--- src/rtl/tmrc_regs.vh ---
`ifndef TMRC_REGS_VH
`define TMRC_REGS_VH

// Register indices; byte address is four times the index
`define TMRC_IDX_DIRECTION      6'h00
`define TMRC_IDX_FORCE          6'h01
`define TMRC_IDX_OVR_MASK       6'h02
`define TMRC_IDX_OVR_DATA       6'h03
`define TMRC_IDX_COUNT_HIGH     6'h04
`define TMRC_IDX_COUNT_LOW      6'h05
`define TMRC_IDX_SYSCTL_ONE     6'h06
`define TMRC_IDX_OVF_TOGGLE     6'h07
`define TMRC_IDX_ACTION_HI      6'h08
`define TMRC_IDX_ACTION_LO      6'h09
`define TMRC_IDX_SYSCTL_TWO     6'h0D
`define TMRC_IDX_CHAN_FLAGS     6'h0E
`define TMRC_IDX_OVF_FLAGS      6'h0F
`define TMRC_IDX_CHAN_FIRST     6'h10
`define TMRC_IDX_CHAN_LAST      6'h1F
`define TMRC_IDX_ACC_FLAGS      6'h21
`define TMRC_IDX_ACC_COUNT_HIGH 6'h22
`define TMRC_IDX_ACC_COUNT_LOW  6'h23
`define TMRC_IDX_PIN_DISCONNECT 6'h2C
`define TMRC_IDX_PRECISION_PSC  6'h2E
`define TMRC_IDX_MODE_STATUS    6'h30

// System control one field positions
`define TMRC_SC1_ENABLE    7
`define TMRC_SC1_STOP_WAIT 6
`define TMRC_SC1_STOP_FRZ  5
`define TMRC_SC1_FAST_CLR  4
`define TMRC_SC1_PRECISION 3
`define TMRC_SC1_WR_MASK   8'hF8

// Reset values
`define TMRC_RESET_BYTE    8'h00
`define TMRC_RESET_COUNT   16'h0000

// Accumulator clock divide
`define TMRC_ACC_DIVIDE    64

`endif

--- src/rtl/tmrc_prescaler.v ---
`timescale 1ns/1ps
// Prescaler: emits a one-cycle tick every (divide) enabled clocks
module tmrc_prescaler #(
  parameter WIDTH = 9
) (
  input  wire             clk_in,
  input  wire             reset_in,
  input  wire             run_in,
  input  wire [WIDTH-1:0] divide_in,
  output wire             tick_out,
  output wire [WIDTH-1:0] phase_out
);
  reg [WIDTH-1:0] count_reg;
  wire            last;

  assign last      = (count_reg >= divide_in - {{(WIDTH-1){1'b0}}, 1'b1});
  assign tick_out  = run_in & last;
  assign phase_out = count_reg;

  // Free-running phase; a counter write does not restart it
  always @(posedge clk_in) begin
    if (reset_in) begin
      count_reg <= {WIDTH{1'b0}};
    end else if (run_in) begin
      if (last) begin
        count_reg <= {WIDTH{1'b0}};
      end else begin
        count_reg <= count_reg + {{(WIDTH-1){1'b0}}, 1'b1};
      end
    end
  end
endmodule // tmrc_prescaler

--- src/rtl/tmrc_core.v ---
// Decided for this implementation: the Wishbone register port.
`timescale 1ns/1ps
`include "tmrc_regs.vh"
// Operation
// - Channel-7 event overrides compare results on channels 7 to 0.
// - Masked channels follow override data bit on channel-7 event.
// - Unmasked channels never take override data on channel-7 event.
// - Override data reaches a pin only if compare mode and not disconnected.
// - Channel-7 event moves override data into port data, gated by mask.
// - Main counter is 16 bits and only counts up.
// - Counter writes ignored in normal mode, loaded only in special mode.
// - First count after a write may be short, never longer than one period.
// - Timer enable clear halts the whole timer including the counter.
// - Inactive timer stops the divide-by-64 accumulator clock.
// - Stop-in-wait halts timer and accumulator during wait mode.
// - Stop-in-freeze halts counter in freeze; accumulator clock continues.
// - Fast clear: capture read or compare write clears channel flag.
// - Fast clear: any counter byte access clears overflow flag.
// - Fast clear: accumulator count access clears accumulator flags.
// - Without fast clear, flags clear only by writing ones.
// - Precision bit selects eight-bit prescaler, else three-bit legacy field.
// - Only the first write to the precision bit after reset counts.
// - Toggle-on-overflow inverts compare-mode pin at each overflow.
// - Overflow toggle beats forced compare, yields to channel-7 override.
// - Unimplemented channel bits ignore writes and read zero, except the action-code pairs.
// - Forced compare beats real compare and leaves the flag clear.
// - Action code: 00 none, 01 toggle, 10 low, 11 high.
module tmrc_core #(
  parameter CHANNELS = 8
) (
  input  wire        clk_in,
  input  wire        reset_in,
  input  wire        wb_cyc_in,
  input  wire        wb_stb_in,
  input  wire        wb_we_in,
  input  wire [7:0]  wb_adr_in,
  input  wire [3:0]  wb_sel_in,
  input  wire [31:0] wb_dat_in,
  output reg  [31:0] wb_dat_out,
  output wire        wb_ack_out,
  input  wire        special_mode_in,
  input  wire        wait_mode_in,
  input  wire        freeze_mode_in,
  input  wire [7:0]  capture_event_in,
  input  wire        acc_overflow_in,
  input  wire        acc_edge_in,
  output reg  [7:0]  port_data_out,
  output wire [7:0]  port_drive_out,
  output wire        acc_clock_out,
  output wire        counter_tick_out,
  output wire [15:0] main_counter_out
);
  localparam [7:0] IMPL = (CHANNELS >= 8) ? 8'hFF : ((8'h01 << CHANNELS) - 8'h01);
  localparam       HAS7 = (CHANNELS >= 8);

  reg  [7:0]  direction_reg;      // 1 = output compare
  reg  [7:0]  override_mask_reg;
  reg  [7:0]  override_data_reg;
  reg  [15:0] main_counter_reg;
  reg  [7:0]  system_control_one_reg;
  reg         precision_locked_reg;
  reg  [7:0]  overflow_toggle_reg;
  reg  [15:0] action_reg;         // {high pair byte, low pair byte}
  reg  [7:0]  system_control_two_reg;
  reg  [7:0]  channel_flag_reg;
  reg         counter_overflow_flag_reg;
  reg  [1:0]  accumulator_flag_reg;
  reg  [7:0]  pin_disconnect_reg;
  reg  [7:0]  precision_prescaler_reg;
  reg  [15:0] compare_reg [0:7];
  reg         ack_reg;
  reg  [7:0]  port_next;
  reg  [7:0]  force_mask;
  reg  [31:0] rd_next;
  wire [5:0]  idx;
  wire        req;
  wire        wr;
  wire        rd;
  wire        fast_clr;
  wire        timer_run;
  wire        count_run;
  wire        tick;
  wire        overflow;
  wire        ch7_event;
  wire [7:0]  compare_hit;
  wire [8:0]  divide;
  wire [8:0]  phase;
  integer     i;

  // Register index from byte address, word aligned
  assign idx        = wb_adr_in[7:2];
  assign req        = wb_cyc_in & wb_stb_in & ~ack_reg;
  assign wr         = req & wb_we_in & wb_sel_in[0];
  assign rd         = req & ~wb_we_in;
  assign wb_ack_out = ack_reg;
  assign fast_clr   = system_control_one_reg[`TMRC_SC1_FAST_CLR];

  assign timer_run = system_control_one_reg[`TMRC_SC1_ENABLE] &
                     ~(wait_mode_in & system_control_one_reg[`TMRC_SC1_STOP_WAIT]);
  assign count_run = timer_run &
                     ~(freeze_mode_in & system_control_one_reg[`TMRC_SC1_STOP_FRZ]);

  // Legacy field divides by powers of two
  function [8:0] legacy_div;
    input [2:0] code;
    begin
      legacy_div = 9'h001 << code;
    end
  endfunction

  assign divide = system_control_one_reg[`TMRC_SC1_PRECISION] ?
                  ({1'b0, precision_prescaler_reg} + 9'h001) :
                  legacy_div(system_control_two_reg[2:0]);

  tmrc_prescaler #(
    .WIDTH (9)
  ) u_prescaler (
    .clk_in    (clk_in),
    .reset_in  (reset_in),
    .run_in    (timer_run),
    .divide_in (divide),
    .tick_out  (tick),
    .phase_out (phase)
  );

  // divide-by-64 only while active; wait stop also covers it
  reg [5:0] acc_div_reg;
  always @(posedge clk_in) begin
    if (reset_in) begin
      acc_div_reg <= 6'h00;
    end else if (timer_run) begin
      acc_div_reg <= acc_div_reg + 6'h01;
    end
  end
  assign acc_clock_out    = timer_run & (acc_div_reg == 6'h3F);
  assign counter_tick_out = tick & count_run;
  assign main_counter_out = main_counter_reg;

  assign overflow  = counter_tick_out & (main_counter_reg == 16'hFFFF);

  // Compare match when the counter steps onto the compare value
  genvar g;
  generate
    for (g = 0; g < 8; g = g + 1) begin : gen_cmp
      assign compare_hit[g] = IMPL[g] & direction_reg[g] & counter_tick_out &
                              (main_counter_reg + 16'h0001 == compare_reg[g]);
    end
  endgenerate

  assign ch7_event = HAS7 & (compare_hit[7] | (overflow & overflow_toggle_reg[7]));

  // Pin action code decode
  // action code meaning
  function pin_action;
    input [1:0] code;
    input       cur;
    begin
      case (code)
        2'b01:   pin_action = ~cur;
        2'b10:   pin_action = 1'b0;
        2'b11:   pin_action = 1'b1;
        default: pin_action = cur;
      endcase
    end
  endfunction

  always @* begin
    force_mask = 8'h00;
    if (wr && idx == `TMRC_IDX_FORCE) begin
      force_mask = wb_dat_in[7:0] & IMPL;
    end
  end

  // Per-channel priority: override > toggle > forced > compare
  always @* begin
    port_next = port_data_out;
    for (i = 0; i < 8; i = i + 1) begin
      if (IMPL[i] && direction_reg[i]) begin
        if (force_mask[i] || compare_hit[i]) begin
          port_next[i] = pin_action(action_reg[2*i +: 2], port_data_out[i]);
        end
        if (overflow && overflow_toggle_reg[i]) begin
          port_next[i] = ~port_data_out[i];
        end
        if (ch7_event && override_mask_reg[i] && !pin_disconnect_reg[i]) begin
          port_next[i] = override_data_reg[i];
        end
      end
    end
  end
  assign port_drive_out = direction_reg & ~pin_disconnect_reg & IMPL;

  // Port data register
  always @(posedge clk_in) begin
    if (reset_in) begin
      port_data_out <= `TMRC_RESET_BYTE;
    end else begin
      port_data_out <= port_next;
    end
  end

  // Bus answer one cycle after request
  always @(posedge clk_in) begin
    if (reset_in) begin
      ack_reg <= 1'b0;
    end else begin
      ack_reg <= req;
    end
  end

  // Control registers
  // implemented-channel mask on writes
  always @(posedge clk_in) begin
    if (reset_in) begin
      direction_reg           <= `TMRC_RESET_BYTE;
      override_mask_reg       <= `TMRC_RESET_BYTE;
      override_data_reg       <= `TMRC_RESET_BYTE;
      system_control_one_reg  <= `TMRC_RESET_BYTE;
      precision_locked_reg    <= 1'b0;
      overflow_toggle_reg     <= `TMRC_RESET_BYTE;
      action_reg              <= `TMRC_RESET_COUNT;
      system_control_two_reg  <= `TMRC_RESET_BYTE;
      pin_disconnect_reg      <= `TMRC_RESET_BYTE;
      precision_prescaler_reg <= `TMRC_RESET_BYTE;
    end else if (wr) begin
      case (idx)
        `TMRC_IDX_DIRECTION:      direction_reg <= wb_dat_in[7:0] & IMPL;
        `TMRC_IDX_OVR_MASK:       override_mask_reg <= wb_dat_in[7:0] & IMPL;
        `TMRC_IDX_OVR_DATA:       override_data_reg <= wb_dat_in[7:0] & IMPL;
        `TMRC_IDX_OVF_TOGGLE:     overflow_toggle_reg <= wb_dat_in[7:0] & IMPL;
        `TMRC_IDX_PIN_DISCONNECT: pin_disconnect_reg <= wb_dat_in[7:0] & IMPL;
        `TMRC_IDX_PRECISION_PSC:  precision_prescaler_reg <= wb_dat_in[7:0];
        `TMRC_IDX_SYSCTL_TWO:     system_control_two_reg <= wb_dat_in[7:0] & 8'h8F;
        `TMRC_IDX_ACTION_HI:      action_reg[15:8] <= wb_dat_in[7:0];
        `TMRC_IDX_ACTION_LO:      action_reg[7:0] <= wb_dat_in[7:0];
        `TMRC_IDX_SYSCTL_ONE: begin
          system_control_one_reg[7:4] <= wb_dat_in[7:4];
          if (!precision_locked_reg) begin
            system_control_one_reg[`TMRC_SC1_PRECISION] <= wb_dat_in[`TMRC_SC1_PRECISION];
            precision_locked_reg <= 1'b1;
          end
        end
        default: ;
      endcase
    end
  end

  // Compare registers, one 16-bit word per index pair
  always @(posedge clk_in) begin
    if (reset_in) begin
      for (i = 0; i < 8; i = i + 1) begin
        compare_reg[i] <= `TMRC_RESET_COUNT;
      end
    end else if (wr && idx >= `TMRC_IDX_CHAN_FIRST && idx <= `TMRC_IDX_CHAN_LAST &&
                 IMPL[idx[3:1]]) begin
      if (idx[0]) begin
        compare_reg[idx[3:1]][7:0] <= wb_dat_in[7:0];
      end else begin
        compare_reg[idx[3:1]][15:8] <= wb_dat_in[7:0];
      end
    end
  end

  always @(posedge clk_in) begin
    if (reset_in) begin
      main_counter_reg <= `TMRC_RESET_COUNT;
    end else if (wr && special_mode_in && idx == `TMRC_IDX_COUNT_HIGH) begin
      main_counter_reg[15:8] <= wb_dat_in[7:0];
    end else if (wr && special_mode_in && idx == `TMRC_IDX_COUNT_LOW) begin
      main_counter_reg[7:0] <= wb_dat_in[7:0];
    end else if (counter_tick_out) begin
      main_counter_reg <= main_counter_reg + 16'h0001;
    end
  end

  // Flags; a set in the same cycle as a clear wins
  wire       ch_range = req && idx >= `TMRC_IDX_CHAN_FIRST && idx <= `TMRC_IDX_CHAN_LAST;
  wire [7:0] ch_sel   = 8'h01 << idx[3:1];
  reg  [7:0] chan_clr;
  reg        ovf_clr;
  reg  [1:0] acc_clr;
  always @* begin
    chan_clr = 8'h00;
    ovf_clr  = 1'b0;
    acc_clr  = 2'b00;
    if (wr && idx == `TMRC_IDX_CHAN_FLAGS) chan_clr = wb_dat_in[7:0];
    if (wr && idx == `TMRC_IDX_OVF_FLAGS)  ovf_clr  = wb_dat_in[7];
    if (wr && idx == `TMRC_IDX_ACC_FLAGS)  acc_clr  = wb_dat_in[1:0];
    if (fast_clr) begin
      if (ch_range && ((rd && !direction_reg[idx[3:1]]) ||
                       (wr && direction_reg[idx[3:1]]))) begin
        chan_clr = chan_clr | ch_sel;
      end
      if (req && (idx == `TMRC_IDX_COUNT_HIGH || idx == `TMRC_IDX_COUNT_LOW)) begin
        ovf_clr = 1'b1;
      end
      if (HAS7 && req && (idx == `TMRC_IDX_ACC_COUNT_HIGH ||
                          idx == `TMRC_IDX_ACC_COUNT_LOW)) begin
        acc_clr = 2'b11;
      end
    end
  end

  always @(posedge clk_in) begin
    if (reset_in) begin
      channel_flag_reg          <= `TMRC_RESET_BYTE;
      counter_overflow_flag_reg <= 1'b0;
      accumulator_flag_reg      <= 2'b00;
    end else begin
      channel_flag_reg <= ((channel_flag_reg & ~chan_clr) |
                           (compare_hit & ~force_mask) | (capture_event_in & ~direction_reg)) &
                          IMPL;
      counter_overflow_flag_reg <= (counter_overflow_flag_reg & ~ovf_clr) | overflow;
      accumulator_flag_reg <= (accumulator_flag_reg & ~acc_clr) |
                              {acc_overflow_in, acc_edge_in};
    end
  end

  // Read mux; unmapped reads zero
  always @* begin
    rd_next = 32'h0000_0000;
    case (idx)
      `TMRC_IDX_DIRECTION:      rd_next[7:0] = direction_reg;
      `TMRC_IDX_OVR_MASK:       rd_next[7:0] = override_mask_reg;
      `TMRC_IDX_OVR_DATA:       rd_next[7:0] = override_data_reg;
      `TMRC_IDX_COUNT_HIGH:     rd_next[7:0] = main_counter_reg[15:8];
      `TMRC_IDX_COUNT_LOW:      rd_next[7:0] = main_counter_reg[7:0];
      `TMRC_IDX_SYSCTL_ONE:     rd_next[7:0] = system_control_one_reg;
      `TMRC_IDX_OVF_TOGGLE:     rd_next[7:0] = overflow_toggle_reg;
      `TMRC_IDX_ACTION_HI:      rd_next[7:0] = action_reg[15:8];
      `TMRC_IDX_ACTION_LO:      rd_next[7:0] = action_reg[7:0];
      `TMRC_IDX_SYSCTL_TWO:     rd_next[7:0] = system_control_two_reg;
      `TMRC_IDX_CHAN_FLAGS:     rd_next[7:0] = channel_flag_reg;
      `TMRC_IDX_OVF_FLAGS:      rd_next[7:0] = {counter_overflow_flag_reg, 7'h00};
      `TMRC_IDX_ACC_FLAGS:      rd_next[7:0] = {6'h00, accumulator_flag_reg};
      `TMRC_IDX_PIN_DISCONNECT: rd_next[7:0] = pin_disconnect_reg;
      `TMRC_IDX_PRECISION_PSC:  rd_next[7:0] = precision_prescaler_reg;
      `TMRC_IDX_MODE_STATUS:    rd_next[8:0] = phase;
      default: begin
        if (idx >= `TMRC_IDX_CHAN_FIRST && idx <= `TMRC_IDX_CHAN_LAST &&
            IMPL[idx[3:1]]) begin
          rd_next[7:0] = idx[0] ? compare_reg[idx[3:1]][7:0] : compare_reg[idx[3:1]][15:8];
        end
      end
    endcase
  end

  // Read data registered with the answer
  always @(posedge clk_in) begin
    if (reset_in) begin
      wb_dat_out <= 32'h0000_0000;
    end else if (rd) begin
      wb_dat_out <= rd_next;
    end
  end
endmodule // tmrc_core

--- config.mk ---
export PLATFORM = sky130hd
export DESIGN_NAME = tmrc_core
export DESIGN_NICKNAME = d
export VERILOG_FILES = /design/src/rtl/tmrc_prescaler.v /design/src/rtl/tmrc_core.v
export VERILOG_INCLUDE_DIRS = /design/src /design/src/rtl
export SDC_FILE = /design/constraint.sdc
export NUM_CORES = 1
export LEC_CHECK = 0
export ABC_AREA = 1
export BUFFER_PORTS_ARGS = -buffer_cell sky130_fd_sc_hd__buf_2
export CAP_MARGIN = 20
export CORE_ASPECT_RATIO = 1.5
export CORE_MARGIN = 1.5
export CORE_UTILIZATION = 50
export DETAILED_ROUTE_END_ITERATION = 12
export GPL_ROUTABILITY_DRIVEN = 1
export PLACE_DENSITY = 0.71
export SLEW_MARGIN = 15
export SYNTH_ARGS = -nofsm -noshare
export SYNTH_HDL_FRONTEND = slang
export SYNTH_HIERARCHICAL = 1
export SYNTH_SLANG_ARGS = --single-unit
--- constraint.sdc ---
create_clock -name clk_in -period 3.8 [get_ports clk_in]
set_input_delay 0.19 -clock clk_in [delete_from_list [all_inputs] [get_ports clk_in]]
set_output_delay 0.19 -clock clk_in [all_outputs]
set_load 0.05 [all_outputs]
==> results.cfg <==
[status]
status = finished with violations
violations = setup timing

[setup_path]
cpMostUsedCell = nand2_1
cp_slowest_stage_delay_ns = 0.38
worstSetupPathType = register to register
required_ns = 4.28
critPathCaptureType = register
cp_slowest_cell = dfxtp_4
rr_startpoint = precision_prescaler_reg[1]
startpoint_type = register
crit_fanout = 7
cp-startpoint = precision_prescaler_reg[1]
worstPathArrival_ns = 4.51

[final_layout]
fillCellCount = 2966
postLayoutCoreUtil_pct = 60.06
nNetsFinal = 2474
largest_reg_flops = 128
multi_input_area_um2 = 8431
area.growth.synth_to_final_pct = 17.61
final_cell_mix = nand2_1, nor2_1, inv_1
drive_above_1_share_pct = 15.71
antennaDiodeCount = 0
mostFrequentLayoutCell = nand2_1
seqCellArea_um2 = 6559

[min_path]
worstHoldStart = capture_event_in[0]
hp-class = primary input to register

[floorplanning]
dieArea_um2 = 33010
die_w_um = 148.8
rows = 79
io_pins = 129
core_um2 = 31240
start_util_pct = 51.07
die_h_um = 221.8

[sta]
fmax_ghz = 0.2477
tightestPinTransition_ns = 0.9893
hold-worst-slack_ns = 0.01635
final-hold-violation-count = 0
period_share_pct = 106.2
maxSlewViolCount = 0
finClkSkew_ns = 0.01640
setup_tns_ns = -1.348
rsz0062_at_grt = true
slew_headroom_pct = 33.80
finalSetupViolCount = 8
postLayoutSetupSlackWorst_ns = -0.2364
period_needed_ns = 4.036

[place]
place_hpwl_um = 53640
port_buffers = 76
gp_congestion = 1.050

[routing]
drt.antenna.violating_nets = 0
wirelength_um = 71250
vias = 17080
firstDrtPassIters = 5
vias_per_cell = 6.060
drc = 0
drt-initial-drc-count = 1757
wl_per_cell_um = 25.28

[synthesis]
yosys.area_share.simple_pct = 30.41
yosys.area_share.xor_xnor_pct = 2.330
syn_inst = 2233
synth_top_family_by_area = simple AND/OR/NAND/NOR gates
synth_seq_area_share_pct = 41.04
syn_avg_cell_area_um2 = 7.144
synthMuxAreaShare_pct = 0.06275
synth_compound_area_share_pct = 15.66
synth-edff-count = 128
synthArstFlopShare_pct = 0
synth-main-ff-cell = dfxtp_1
yosysWarnings = 6
synth-seq-cells = 263
syn_area_um2 = 15950
synth_cell_types = 53
synthAdderAreaFrac_pct = 1.490

[global_route]
grt_pass1_vias = 16370
grt_pass1_wl_um = 102600
track_usage_pct = 42.77
grt.overflow.total = 0
antenna_found_initial = 1
grt_max_degree = 76

[pwr]
seq_power_share_pct = 47.8
internal_power_uw = 4741
p_per_area_nw_per_um2 = 344.0
cellLeakagePower_uw = 0.008268
power_uw = 6453
clkPwrFrac_pct = 42.7
power.net_switching_uw = 1712
p_comb_share_pct = 9.6
ir_worst_vdd_v = 0.0004139
p_sw_share_pct = 26.53

[clock_tree]
h-tree-depth = 1
numClockSinks = 263
clock_latency_ns = 0.55
path_clk_slew_ns = 0.07
cts_tree = yes
cts_buffer_depth = 3
cts_buffers = 27
clockRootBuffer = clkbuf_16

[run]
drv_cap = 0
-- cell type report --
cell class | count | area share, %
Timing Repair Buffer | 205 | 7.563
Tap cell | 405 | 2.701
Multi-Input combinational cell | 1645 | 44.94
Inverter | 251 | 5.055
Sequential cell | 263 | 34.96
Clock buffer | 33 | 3.882
Clock inverter | 16 | 0.9004
-- cell usage after synthesis (6+ instances only) --
master | n | area share (%)
nand2_1 | 537 | 13
nor2_1 | 356 | 8.4
inv_1 | 234 | 5.5
a21oi_1 | 139 | 4.4
dfxtp_1 | 135 | 17
o21ai_0 | 129 | 4.0
edfxtp_1 | 128 | 24
nand3_1 | 113 | 3.5
clkbuf_1 | 56 | 1.3
o22ai_1 | 52 | 2.0
nand4_1 | 38 | 1.5
a221oi_1 | 35 | 1.9
buf_4 | 25 | 1.2
nand2_2 | 23 | 0.90
nor3_1 | 22 | 0.69
xor2_1 | 21 | 1.2
ha_1 | 19 | 1.5
a31oi_1 | 18 | 0.71
a22oi_1 | 15 | 0.71
clkinv_1 | 15 | 0.35
o211ai_1 | 15 | 0.71
or2_2 | 11 | 0.43
buf_2 | 10 | 0.31
nand3b_1 | 10 | 0.47
nor2_2 | 10 | 0.39
nor4_1 | 6 | 0.24
xnor2_1 | 6 | 0.33
xnor3_1 | 6 | 0.85
-- power by group through the flow --
stage	clock network [uW]	logic [uW]	registers [uW]
final	2750	617	3080
after global placement	0	579	3140
after floorplan	0	349	3140
after global routing	2870	639	3090
after CTS	2760	591	3080
after detailed placement	0	580	3140
-- worst paths after layout --
check,endpoint,slack [ns],cells past startpoint
max,port_data_out[7],-0.24,31
min reg2reg,precision_locked_reg,0.50,2
min,channel_flag_reg[0],0.02,4
max reg2reg,port_data_out[7],-0.24,31
-- what timing repair did --
item	in CTS	in global routing
endpoints found under the hold margin	9	0
setup buffers	7	6
hold buffers	9	0
setup endpoints to repair	20	33
gates resized for setup	46	58
cloned	1	0
pin swaps	41	48
-- metrics by stage --
stage                     worst slack [ns]  area (um2)  instances
after global placement             -0.4797       17320       2749
after floorplan                   0.004517       16060       2255
after global routing               -0.4898       18760       2818
final                              -0.2364       18760       2818
after CTS                          -0.1878       18510       2812
after detailed placement           -0.5350       17320       2749
-- per-layer routing --
layer / GRT usage (%) / up-vias / routed length, um
li1: - / 7758 / -
met1: 48.54 / 7942 / 24450
met2: 69.96 / 1050 / 32830
met3: 7.428 / 326 / 6796
met4: 34.78 / 0 / 7170
met5: 0 / - / 0
-- critical path: cells and delay by family, from the launching register on --
kind / cells / cell delay [ns]
buffers and inverters: 4 / 0.42
adder cells (fa/ha/maj): 1 / 0.34
flip-flops: 1 / 0.38
AND/OR/NAND/NOR: 24 / 2.59
AO/OA/AOI/OAI: 1 / 0.09
XOR/XNOR: 1 / 0.11
-- kinds of logic (layout without fill, tap and decap cells) --
family	Yosys count	after routing
xor gates and xnor gates	33	33
other	1	23
adders and majority gates	19	19
buffers and inverters	348	505
and+or+nand+nor	1141	1142
DFF	263	263
AOI/OAI and AO/OA	427	427
muxes	1	1
(Power assumes the default switching activity.)
